`config.mk`:
```
export PLATFORM = sky130hd
export DESIGN_NAME = ecmer_top
export DESIGN_NICKNAME = d
export VERILOG_FILES = /design/src/ecmer_pkg.sv /design/src/ecmer_board.sv /design/src/ecmer_addr.sv /design/src/ecmer_top.sv
export VERILOG_INCLUDE_DIRS = /design/src /design/src/src
export SDC_FILE = /design/constraint.sdc
export NUM_CORES = 2
export LEC_CHECK = 0
export BUFFER_PORTS_ARGS = -buffer_cell sky130_fd_sc_hd__buf_2
export CAP_MARGIN = 20
export CORE_MARGIN = 2
export CORE_UTILIZATION = 45
export CTS_CLUSTER_SIZE = 16
export DETAILED_ROUTE_END_ITERATION = 8
export PLACE_DENSITY = 0.6
export SKIP_LAST_GASP = 1
export SYNTH_ARGS = -nofsm -noshare
export SYNTH_HDL_FRONTEND = slang
export SYNTH_HIERARCHICAL = 1
export SYNTH_SLANG_ARGS = --single-unit
```
`constraint.sdc`:
```
create_clock -name clk_sys -period 3.19 [get_ports clk_sys]
set_clock_uncertainty 0.2 [all_clocks]
set_input_delay 0.319 -clock clk_sys [delete_from_list [all_inputs] [get_ports clk_sys]]
set_output_delay 0.319 -clock clk_sys [all_outputs]
set_load 0.03 [all_outputs]
```
`src/ecmer_defs.svh`:
```
// Offsets, field positions and reset values of the memory error reporting block
`ifndef ECMER_DEFS_SVH
`define ECMER_DEFS_SVH

// ----------------------------------------
// Processor board error page
// ----------------------------------------
`define ECMER_OFS_ERR 8'h00
`define ECMER_OFS_ADDR 8'h04
`define ECMER_BIT_CE 0
`define ECMER_BIT_UE 1
`define ECMER_BIT_WB 2
`define ECMER_BIT_TO 3
`define ECMER_BIT_EN_CE 4
`define ECMER_BIT_EN_INT 6
`define ECMER_BIT_INT 7
`define ECMER_ADDR_CX_LSB 28
`define ECMER_ADDR_DIRECT_VIRTUAL_ACCESS_BIT 31
`define ECMER_HI_LANE 3
`define ECMER_RST_FLAGS 3'h0

// ----------------------------------------
// Memory board page
// ----------------------------------------
`define ECMER_OFS_BENA 4'h0
`define ECMER_OFS_CE 4'h4
`define ECMER_BENA_BOARD_EN 5
`define ECMER_BENA_ECC_EN 6
`define ECMER_BENA_SCRUB_EN 7
`define ECMER_BENA_SIZE_LSB 8
`define ECMER_RST_BENA 8'h00
`define ECMER_CE_ADDR_LSB 1
`define ECMER_CE_SYN_LSB 24

`endif

```
`src/ecmer_pkg.sv`:
```
// Types shared by the memory error reporting block
`default_nettype none

package ecmer_pkg;
    typedef logic [27:0] ecmer_vaddr_t;
    typedef logic [2:0] ecmer_ctx_t;
    typedef logic [22:0] ecmer_raddr_t;
    typedef logic [7:0] ecmer_syn_t;
    typedef logic [3:0] ecmer_board_id_t;

    typedef struct packed {
        logic [7:0] ena;
        logic status;
        ecmer_raddr_t addr;
        ecmer_syn_t syn;
    } ecmer_board_state_t;

    typedef struct packed {
        logic frozen;
        logic direct_virtual_access;
        ecmer_ctx_t ctx;
        ecmer_vaddr_t va;
    } ecmer_addr_state_t;

    typedef struct packed {
        logic [3:1] flags;
        logic en_ce;
        logic en_int;
        logic int_pend;
        logic bus_err;
        logic rd_valid;
        logic [31:0] rdata;
    } ecmer_top_state_t;
endpackage : ecmer_pkg

`default_nettype wire

```
`src/ecmer_board.sv`:
```
// One memory board's enable register and first correctable error capture
`include "ecmer_defs.svh"
`default_nettype none

module ecmer_board #(
    parameter logic [1:0] SIZE_CODE = 2'b00
) (
    // Clock and reset
    input wire logic clk_sys,
    input wire logic reset,
    // Memory cycle aimed at this board
    input wire logic cyc_sel,
    input wire logic cyc_scrub,
    input wire logic cyc_ce,
    input wire logic cyc_ue,
    input wire ecmer_pkg::ecmer_syn_t cyc_syndrome,
    input wire ecmer_pkg::ecmer_raddr_t cyc_real_addr,
    // Register writes
    input wire logic ena_wr,
    input wire logic [7:0] ena_wdata,
    input wire logic ce_clear,
    // Register contents and reports
    output logic [15:0] ena_word,
    output logic [31:0] ce_word,
    output logic status,
    output logic ce_report,
    output logic ue_report
);
    import ecmer_pkg::*;

    ecmer_board_state_t st;
    ecmer_board_state_t next_st;
    logic checking;

    // ----------------------------------------
    // Error classification
    // ----------------------------------------
    assign checking = cyc_sel && st.ena[`ECMER_BENA_ECC_EN]; // see R01
    // UE wins over CE on the same word; scrub CE only with scrub on
    assign ce_report = checking && cyc_ce && !cyc_ue && (!cyc_scrub || st.ena[`ECMER_BENA_SCRUB_EN]);
    assign ue_report = checking && cyc_ue && !cyc_scrub; // see R03

    always_comb begin
        next_st = st;
        if (ena_wr) begin
            next_st.ena = ena_wdata;
        end
        // A new first error in the clearing cycle is kept
        if (ce_report && (!st.status || ce_clear)) begin
            next_st.status = 1'b1;
            next_st.addr = cyc_real_addr;
            next_st.syn = cyc_syndrome;
        end else if (ce_clear) begin
            next_st.status = 1'b0;
        end
    end

    always_ff @(posedge clk_sys) begin
        if (reset) begin
            st <= '{ena: `ECMER_RST_BENA, status: 1'b0, addr: '0, syn: '0};
        end else begin
            st <= next_st;
        end
    end

    assign ena_word = {6'h00, SIZE_CODE, st.ena};
    assign ce_word = {st.syn, st.addr, st.status};
    assign status = st.status;
endmodule : ecmer_board

`default_nettype wire

```
`src/ecmer_addr.sv`:
```
// Memory address register that freezes the first failing virtual address
`include "ecmer_defs.svh"
`default_nettype none

module ecmer_addr (
    // Clock and reset
    input wire logic clk_sys,
    input wire logic reset,
    // Capture and release
    input wire logic capture,
    input wire ecmer_pkg::ecmer_vaddr_t cap_vaddr,
    input wire ecmer_pkg::ecmer_ctx_t cap_ctx,
    input wire logic cap_direct_virtual_access,
    input wire logic unfreeze,
    // Register contents
    output logic [31:0] addr_word,
    output logic frozen
);
    import ecmer_pkg::*;

    ecmer_addr_state_t st;
    ecmer_addr_state_t next_st;

    always_comb begin
        next_st = st;
        // Fault in the releasing cycle is captured, not lost
        if (capture && (!st.frozen || unfreeze)) begin
            next_st = '{frozen: 1'b1, direct_virtual_access: cap_direct_virtual_access, ctx: cap_ctx, va: cap_vaddr};
        end else if (unfreeze) begin
            next_st.frozen = 1'b0;
        end
    end

    always_ff @(posedge clk_sys) begin
        if (reset) begin
            st <= '0;
        end else begin
            st <= next_st;
        end
    end

    assign addr_word = {st.direct_virtual_access, st.ctx, st.va};
    assign frozen = st.frozen;
endmodule : ecmer_addr

`default_nettype wire

```
`src/ecmer_top.sv`:
```
// Memory error register, address freeze and board error collection
//
// Operation
// Both correctable and uncorrectable faults are detected on access and scrub cycles.
// ECC-enabled boards generate/check bits and report both classes on access cycles.
// On scrub cycles only correctable errors are reported; uncorrectable ones suppressed.
// Uncorrectable flag needs no enable; set on every reported access UE.
// Correctable flag is enable AND any board status; clears when all clear.
// With interrupt enable set, any of the four low flags raises pending.
// Pending drives the level 7 request and reads as the top bit.
// Direct access masters get a bus error only on read-data UE.
// Write and cache-related errors never reach the direct access master.
// Scrub-cycle uncorrectable errors never reach the processor.
// Address register freezes virtual address for flags three to one only.
// High-byte address write clears flags three to one, pending, and unfreezes.
// That clearing write leaves the correctable flag untouched.
// Error register layout: four RO flags, CE enable, unused, interrupt enable.
// Board registers selected by board number A7:A4 and select A3:A0.
// Software aligns each board base to a multiple of its size.
// Optional refresh scrub; its correctable errors are reported.
// Board status sets on first CE, freezes capture, cleared by write.
// Pending bit re-derived each cycle, held until flags clear.
`include "ecmer_defs.svh"
`default_nettype none

module ecmer_top #(
    parameter int NUM_BOARDS = 16,
    parameter logic [1:0] BOARD_SIZE_CODE = 2'b00
) (
    // Clock and reset
    input wire logic clk_sys,
    input wire logic reset,

    // Register access, processor page or board page
    input wire logic acc_board_page,
    input wire logic [7:0] acc_addr,
    input wire logic acc_wr,
    input wire logic acc_rd,
    input wire logic [3:0] acc_byte_en,
    input wire logic [31:0] acc_wdata,
    output logic [31:0] acc_rdata,
    output logic acc_rd_valid,

    // Memory cycle with its check result
    input wire logic cyc_valid,
    input wire logic cyc_scrub,
    input wire logic cyc_write,
    input wire logic cyc_direct_virtual_access,
    input wire logic cyc_cache,
    input wire ecmer_pkg::ecmer_board_id_t cyc_board,
    input wire logic cyc_ce,
    input wire logic cyc_ue,
    input wire ecmer_pkg::ecmer_syn_t cyc_syndrome,
    input wire ecmer_pkg::ecmer_raddr_t cyc_real_addr,
    input wire ecmer_pkg::ecmer_vaddr_t cyc_virt_addr,
    input wire ecmer_pkg::ecmer_ctx_t cyc_context,

    // Cache fault events
    input wire logic writeback_fail_evt,
    input wire logic bus_timeout_evt,
    input wire ecmer_pkg::ecmer_vaddr_t cache_fault_vaddr,
    input wire ecmer_pkg::ecmer_ctx_t cache_fault_context,

    // Results
    output logic irq_level7,
    output logic direct_virtual_access_bus_error,
    output logic [NUM_BOARDS-1:0] board_enable
);
    import ecmer_pkg::*;

    // ----------------------------------------
    // Declarations
    // ----------------------------------------
    ecmer_top_state_t st;
    ecmer_top_state_t next_st;

    logic [15:0] ena_word [NUM_BOARDS];
    logic [31:0] ce_word [NUM_BOARDS];
    logic [NUM_BOARDS-1:0] board_status;
    logic [NUM_BOARDS-1:0] board_ce;
    logic [NUM_BOARDS-1:0] board_ue;
    logic [NUM_BOARDS-1:0] ena_wr;
    logic [NUM_BOARDS-1:0] ce_clear;

    logic any_ue;
    logic ce_flag;
    logic err_wr;
    logic clear_wr;
    logic board_hit;
    logic [3:0] board_sel;
    logic [3:0] reg_sel;

    logic cap_any;
    ecmer_vaddr_t cap_vaddr;
    ecmer_ctx_t cap_ctx;
    logic cap_direct_virtual_access;
    logic [31:0] addr_word;
    logic [7:0] err_byte;
    logic [31:0] board_rdata;
    logic [31:0] cpu_rdata;

    logic berr_hit;

    // ----------------------------------------
    // Board page decode
    // ----------------------------------------
    assign board_sel = acc_addr[7:4];
    assign reg_sel = acc_addr[3:0];
    // Boards past NUM_BOARDS match nothing and read zero
    assign board_hit = acc_board_page && (int'(board_sel) < NUM_BOARDS);

    // ----------------------------------------
    // Memory boards
    // ----------------------------------------
    // Base compare lives in the memory decode; software keeps it size aligned
    for (genvar gi = 0; gi < NUM_BOARDS; gi++) begin : g_board
        logic sel_here;

        assign sel_here = board_hit && (board_sel == 4'(gi));
        assign ena_wr[gi] = acc_wr && sel_here && (reg_sel == `ECMER_OFS_BENA) && acc_byte_en[0];
        // Any write reaching the top byte of the CE register clears it
        assign ce_clear[gi] = acc_wr && sel_here && (reg_sel == `ECMER_OFS_CE) &&
                              acc_byte_en[`ECMER_HI_LANE];
        assign board_enable[gi] = ena_word[gi][`ECMER_BENA_BOARD_EN];

        ecmer_board #(
            .SIZE_CODE(BOARD_SIZE_CODE)
        ) u_board (
            .clk_sys(clk_sys),
            .reset(reset),
            .cyc_sel(cyc_valid && (cyc_board == 4'(gi))),
            .cyc_scrub(cyc_scrub),
            .cyc_ce(cyc_ce),
            .cyc_ue(cyc_ue),
            .cyc_syndrome(cyc_syndrome),
            .cyc_real_addr(cyc_real_addr),
            .ena_wr(ena_wr[gi]),
            .ena_wdata(acc_wdata[7:0]),
            .ce_clear(ce_clear[gi]),
            .ena_word(ena_word[gi]),
            .ce_word(ce_word[gi]),
            .status(board_status[gi]),
            .ce_report(board_ce[gi]),
            .ue_report(board_ue[gi])
        );
    end

    // ----------------------------------------
    // Error collection
    // ----------------------------------------
    // Scrub UEs were dropped at the board, so none arrive here
    assign any_ue = |board_ue; // see R04

    // CE flag is pure status: no address capture and no clear by the clearing address write
    assign ce_flag = st.en_ce && (|board_status); // see R05

    // Capture priority UE, then a cache fault; write-back and time-out share one address
    assign cap_any = any_ue || writeback_fail_evt || bus_timeout_evt;

    // Cache faults never carry the direct access bit
    always_comb begin
        if (any_ue) begin
            cap_vaddr = cyc_virt_addr;
            cap_ctx = cyc_context;
            cap_direct_virtual_access = cyc_direct_virtual_access;
        end else begin
            cap_vaddr = cache_fault_vaddr;
            cap_ctx = cache_fault_context;
            cap_direct_virtual_access = 1'b0;
        end
    end

    // ----------------------------------------
    // Bus error to the direct access master
    // ----------------------------------------
    // Registered: the master sees it the cycle after its read
    assign berr_hit = cyc_valid && cyc_direct_virtual_access && !cyc_write && !cyc_cache && any_ue; // see R08

    // ----------------------------------------
    // Processor page decode
    // ----------------------------------------
    // Error byte in lane 0; the clearing write needs lane 3
    assign err_wr = acc_wr && !acc_board_page && (acc_addr == `ECMER_OFS_ERR) && acc_byte_en[0];
    assign clear_wr = acc_wr && !acc_board_page && (acc_addr == `ECMER_OFS_ADDR) &&
                      acc_byte_en[`ECMER_HI_LANE];

    ecmer_addr u_addr (
        .clk_sys(clk_sys),
        .reset(reset),
        .capture(cap_any),
        .cap_vaddr(cap_vaddr),
        .cap_ctx(cap_ctx),
        .cap_direct_virtual_access(cap_direct_virtual_access),
        .unfreeze(clear_wr),
        .addr_word(addr_word),
        .frozen()
    );

    // ----------------------------------------
    // Read multiplexers
    // ----------------------------------------
    always_comb begin
        err_byte = 8'h00;
        err_byte[`ECMER_BIT_CE] = ce_flag;
        err_byte[`ECMER_BIT_UE] = st.flags[`ECMER_BIT_UE];
        err_byte[`ECMER_BIT_WB] = st.flags[`ECMER_BIT_WB];
        err_byte[`ECMER_BIT_TO] = st.flags[`ECMER_BIT_TO];
        err_byte[`ECMER_BIT_EN_CE] = st.en_ce;
        err_byte[`ECMER_BIT_EN_INT] = st.en_int;
        err_byte[`ECMER_BIT_INT] = st.int_pend;
    end

    always_comb begin
        unique case (acc_addr)
            `ECMER_OFS_ERR: begin
                cpu_rdata = {24'h00_0000, err_byte};
            end
            `ECMER_OFS_ADDR: begin
                cpu_rdata = addr_word;
            end
            default: begin
                // Unmapped offsets read zero
                cpu_rdata = 32'h0000_0000;
            end
        endcase
    end

    always_comb begin
        board_rdata = 32'h0000_0000;
        if (board_hit) begin
            unique case (reg_sel)
                `ECMER_OFS_BENA: begin
                    board_rdata = {16'h0000, ena_word[board_sel]};
                end
                `ECMER_OFS_CE: begin
                    board_rdata = ce_word[board_sel];
                end
                default: begin
                    board_rdata = 32'h0000_0000;
                end
            endcase
        end
    end

    // ----------------------------------------
    // Next state
    // ----------------------------------------
    always_comb begin
        next_st = st;

        // Enable bits; D5 stays zero
        if (err_wr) begin
            next_st.en_ce = acc_wdata[`ECMER_BIT_EN_CE];
            next_st.en_int = acc_wdata[`ECMER_BIT_EN_INT];
        end

        // Sticky flags: an event in the clearing cycle survives
        next_st.flags[`ECMER_BIT_UE] = any_ue ||
            (st.flags[`ECMER_BIT_UE] && !clear_wr); // see R04
        next_st.flags[`ECMER_BIT_WB] = writeback_fail_evt ||
            (st.flags[`ECMER_BIT_WB] && !clear_wr);
        next_st.flags[`ECMER_BIT_TO] = bus_timeout_evt ||
            (st.flags[`ECMER_BIT_TO] && !clear_wr);

        // Pending re-derived every cycle, so it drops with its cause
        next_st.int_pend = st.en_int && ((|next_st.flags) || ce_flag); // see R06

        // Only read-data UEs on direct access return a bus error
        next_st.bus_err = berr_hit;

        // Read data one cycle after the strobe
        next_st.rd_valid = acc_rd;
        if (acc_rd) begin
            if (acc_board_page) begin
                next_st.rdata = board_rdata;
            end else begin
                next_st.rdata = cpu_rdata;
            end
        end
    end

    // ----------------------------------------
    // State register
    // ----------------------------------------
    always_ff @(posedge clk_sys) begin
        if (reset) begin
            st <= '{flags: `ECMER_RST_FLAGS, en_ce: 1'b0, en_int: 1'b0, int_pend: 1'b0,
                    bus_err: 1'b0, rd_valid: 1'b0, rdata: 32'h0000_0000};
        end else begin
            st <= next_st;
        end
    end

    // ----------------------------------------
    // Outputs
    // ----------------------------------------
    assign irq_level7 = st.int_pend;
    assign direct_virtual_access_bus_error = st.bus_err;
    assign acc_rdata = st.rdata;
    assign acc_rd_valid = st.rd_valid;
endmodule : ecmer_top

`default_nettype wire

```
==> summary.md <==
| Metric | Value |
|---|---|
| Hold Crit Class | `input port to flop` |
| Skew-Pair Late Insertion Delay | `620 ps` |
| Post-Route WL | `around 100000 um` |
| Root buffer cell | `clkbuf_16` |
| Worst path buffer plus inverter count | `2` |
| Worst EP required | `3500 ps` |
| CP Max Fanout | `33` |
| Combinational share of power | `8.1%` |
| Sink Count | `between 700 and 800` |
| CP cell instances | `and4b_2, nor4_1, nand4_1, buf_4, mux2_2, dlygate4sd3_1, nand2b_1, mux2i_1` |
| Slew headroom | `44.0%` |
| Dpl hpwl | `65200 um` |
| Pwr dens | `457 nW/um^2` |
| Peak VDD IR | `~0.34 mV` |
| Final Hold Viols | `0` |
| Mapped cell area | `39400 um^2` |
| Cts bufs inserted | `80` |
| Worst-case clock buffer depth | `3` |
| Hold_buf cts | `115` |
| Die height | `300 um` |
| Fin nets | `4029` |
| Number of vias per cell | `between 5 and 6` |
| Endpoints failing setup | `0` |
| Slowest-stage cell, CP | `dlygate4sd3_1` |
| Gpl congestion | `around 0.86` |
| Post-CTS setup buffers | `0` |
| Worst path max stage delay | `580 ps` |
| Crit. End Element | `flop` |
| Critical path class | `flop to flop` |
| Worst slew pin tran | `about 830 ps` |
| Remaining Overflow, GRT | `0` |
| Total die area | `90000 um^2` |
| Placed Cells | `~4800` |
| Finished Cell Area | `roughly 44000 um^2` |
| CTS tree | `yes` |
| Clock power frac | `47.0%` |
| Die extent in x | `around 300 um` |
| Port Buf Inserts | `179` |
| CP delay by family, top | `buffers and inverters` |
| IO Pins | `206` |
| Largest net degree at the start of global routing | `about 160` |
| Initial Utilization | `45.5%` |
| Filler Cells Inserted | `7785` |
| Avg Inst Size Synth | `roughly 11 um^2` |
| Internal power | `15300 uW` |
| Reg clk slew, reported paths | `approximately 60 ps` |
| Leakage | `0.0153 uW` |
| Minimum clock period | `2860 ps` |
| First-pass GRT wire length | `160000 um` |
| Area Growth Syn to Fin | `11.5%` |
| Non-filler cells, final | `5087` |
| Initial antenna violation count | `4` |
| ANT nets after route | `0` |
| Slew Limit Fails | `0` |
| RSZ-0062 raised after global routing | `no` |
| GRT Overall Usage | `23.0%` |
| First-iteration detailed-routing DRC count | `1994` |
| Footprint of the multi-input gates | `22300 um^2` |
| Placed Instance Area | `40100 um^2` |
| FF/Latch Area | `14300 um^2` |
| Outcome | `finished clean` |
| Final period utilization | `89.6%` |
| # rows | `about 110` |
| WL/cell | `20.6 um` |
| Startpoint Class | `flop` |
| Switching Power | `4800 uW` |
| Ant diodes | `0` |
| Number of synthesis warnings | `6` |
| Via count | `26477` |
| Post-Syn Instances | `3728` |
| Power share of the sequential group | `45.0%` |
| Achievable clock frequency | `0.350 GHz` |
| CTS-repair resized insts | `0` |
| Number of global-route vias before repair | `26295` |
| Switching Share | `23.9%` |
| Worst Path Arrival | `roughly 3200 ps` |
| H-tree depth | `3` |
| Fraction of layout cells with a size suffix above 1 | `between 10% and 20%` |
| DR DRC count | `0` |
| Setup_tns | `0 ps` |
| Core ar. | `~87000 um^2` |
| Maxcap violations | `0` |
| Pre-antenna DRT Iters | `5` |
==> placed cells by master (no fill, tap or decap), types with 50 or more instances in the layout <==
cell type and count:
nand2b_1 1074, dfxtp_1 713, mux2i_1 657, nor2_1 194, mux4_2 192, buf_2 176, conb_1 128, dlygate4sd3_1 115
clkbuf_16 80, buf_4 79, mux2_2 68, nand2_1 50
==> routing by layer <==
metal	part of all wire, %	track usage, %
met1	46	31.4
met2	46	37.5
met3	5.6	3.92
met4	2.4	6.21
met5	0.023	0
==> flip-flops by register name (all words and copies together) (netlist names) <==
signal	count
g_board.u_board/ce_word	496
g_board.u_board/ena_word	128
acc_rdata	32
u_addr/addr_word	32
g_board.u_board/status	16
err_byte	5
acc_rd_valid	1
direct_virtual_access_bus_error	1
irq_level7	1
u_addr/frozen	1
==> through the flow <==
step / setup WS, ps / hold WS [ps] / utilization [%] / power (uW)
2_1_floorplan: 611 / 191 / - / 10300
3_3_place_gp: 116 / 254 / 46.3 / 10700
3_5_place_dp: 77.7 / 259 / 46.3 / 10700
4_1_cts: 326 / 14.0 / 50.7 / 20300
5_1_grt: 208 / 56.7 / 50.7 / 20800
6_report: 331 / 54.8 / 50.7 / 20100
==> path summary, 6_finish.rpt <==
kind / startpoint / end / slack [ps] / cells past startpoint
max reg2reg: g_board[10].u_board/ena_word[6] / u_addr/addr_word[12] / 330 / 8
min: acc_addr[6] / acc_rdata[0] / 50 / 4
min reg2reg: g_board[7].u_board/ce_word[28] / g_board[7].u_board/ce_word[28] / 270 / 2
max: g_board[10].u_board/ena_word[6] / u_addr/addr_word[12] / 330 / 8
==> power groups by stage <==
stage                     Combinational [uW]  Sequential (uW)  Clock (uW)
after floorplan                         1090             9220           0
after global placement                  1490             9230           0
after detailed placement                1510             9220           0
after CTS                               1620             9030        9660
after global routing                    1760             9020       10000
final                                   1620             9030        9430
==> tightest hold or removal path, stage by stage <==
cell and delay (ps):
buf_2 100, buf_4 180, nand3_1 100, a41oi_1 110
==> area by class of cell <==
class	count	share of cell area (%)
repair buffers	404	7.49
inverters	8	0.0683
well taps	1155	3.29
clock buffers	109	5.19
clock inverters	31	0.868
flip-flops and latches	713	32.5
multi-input cells	2667	50.6
Note: power is estimated with default switching activity, not from simulation.
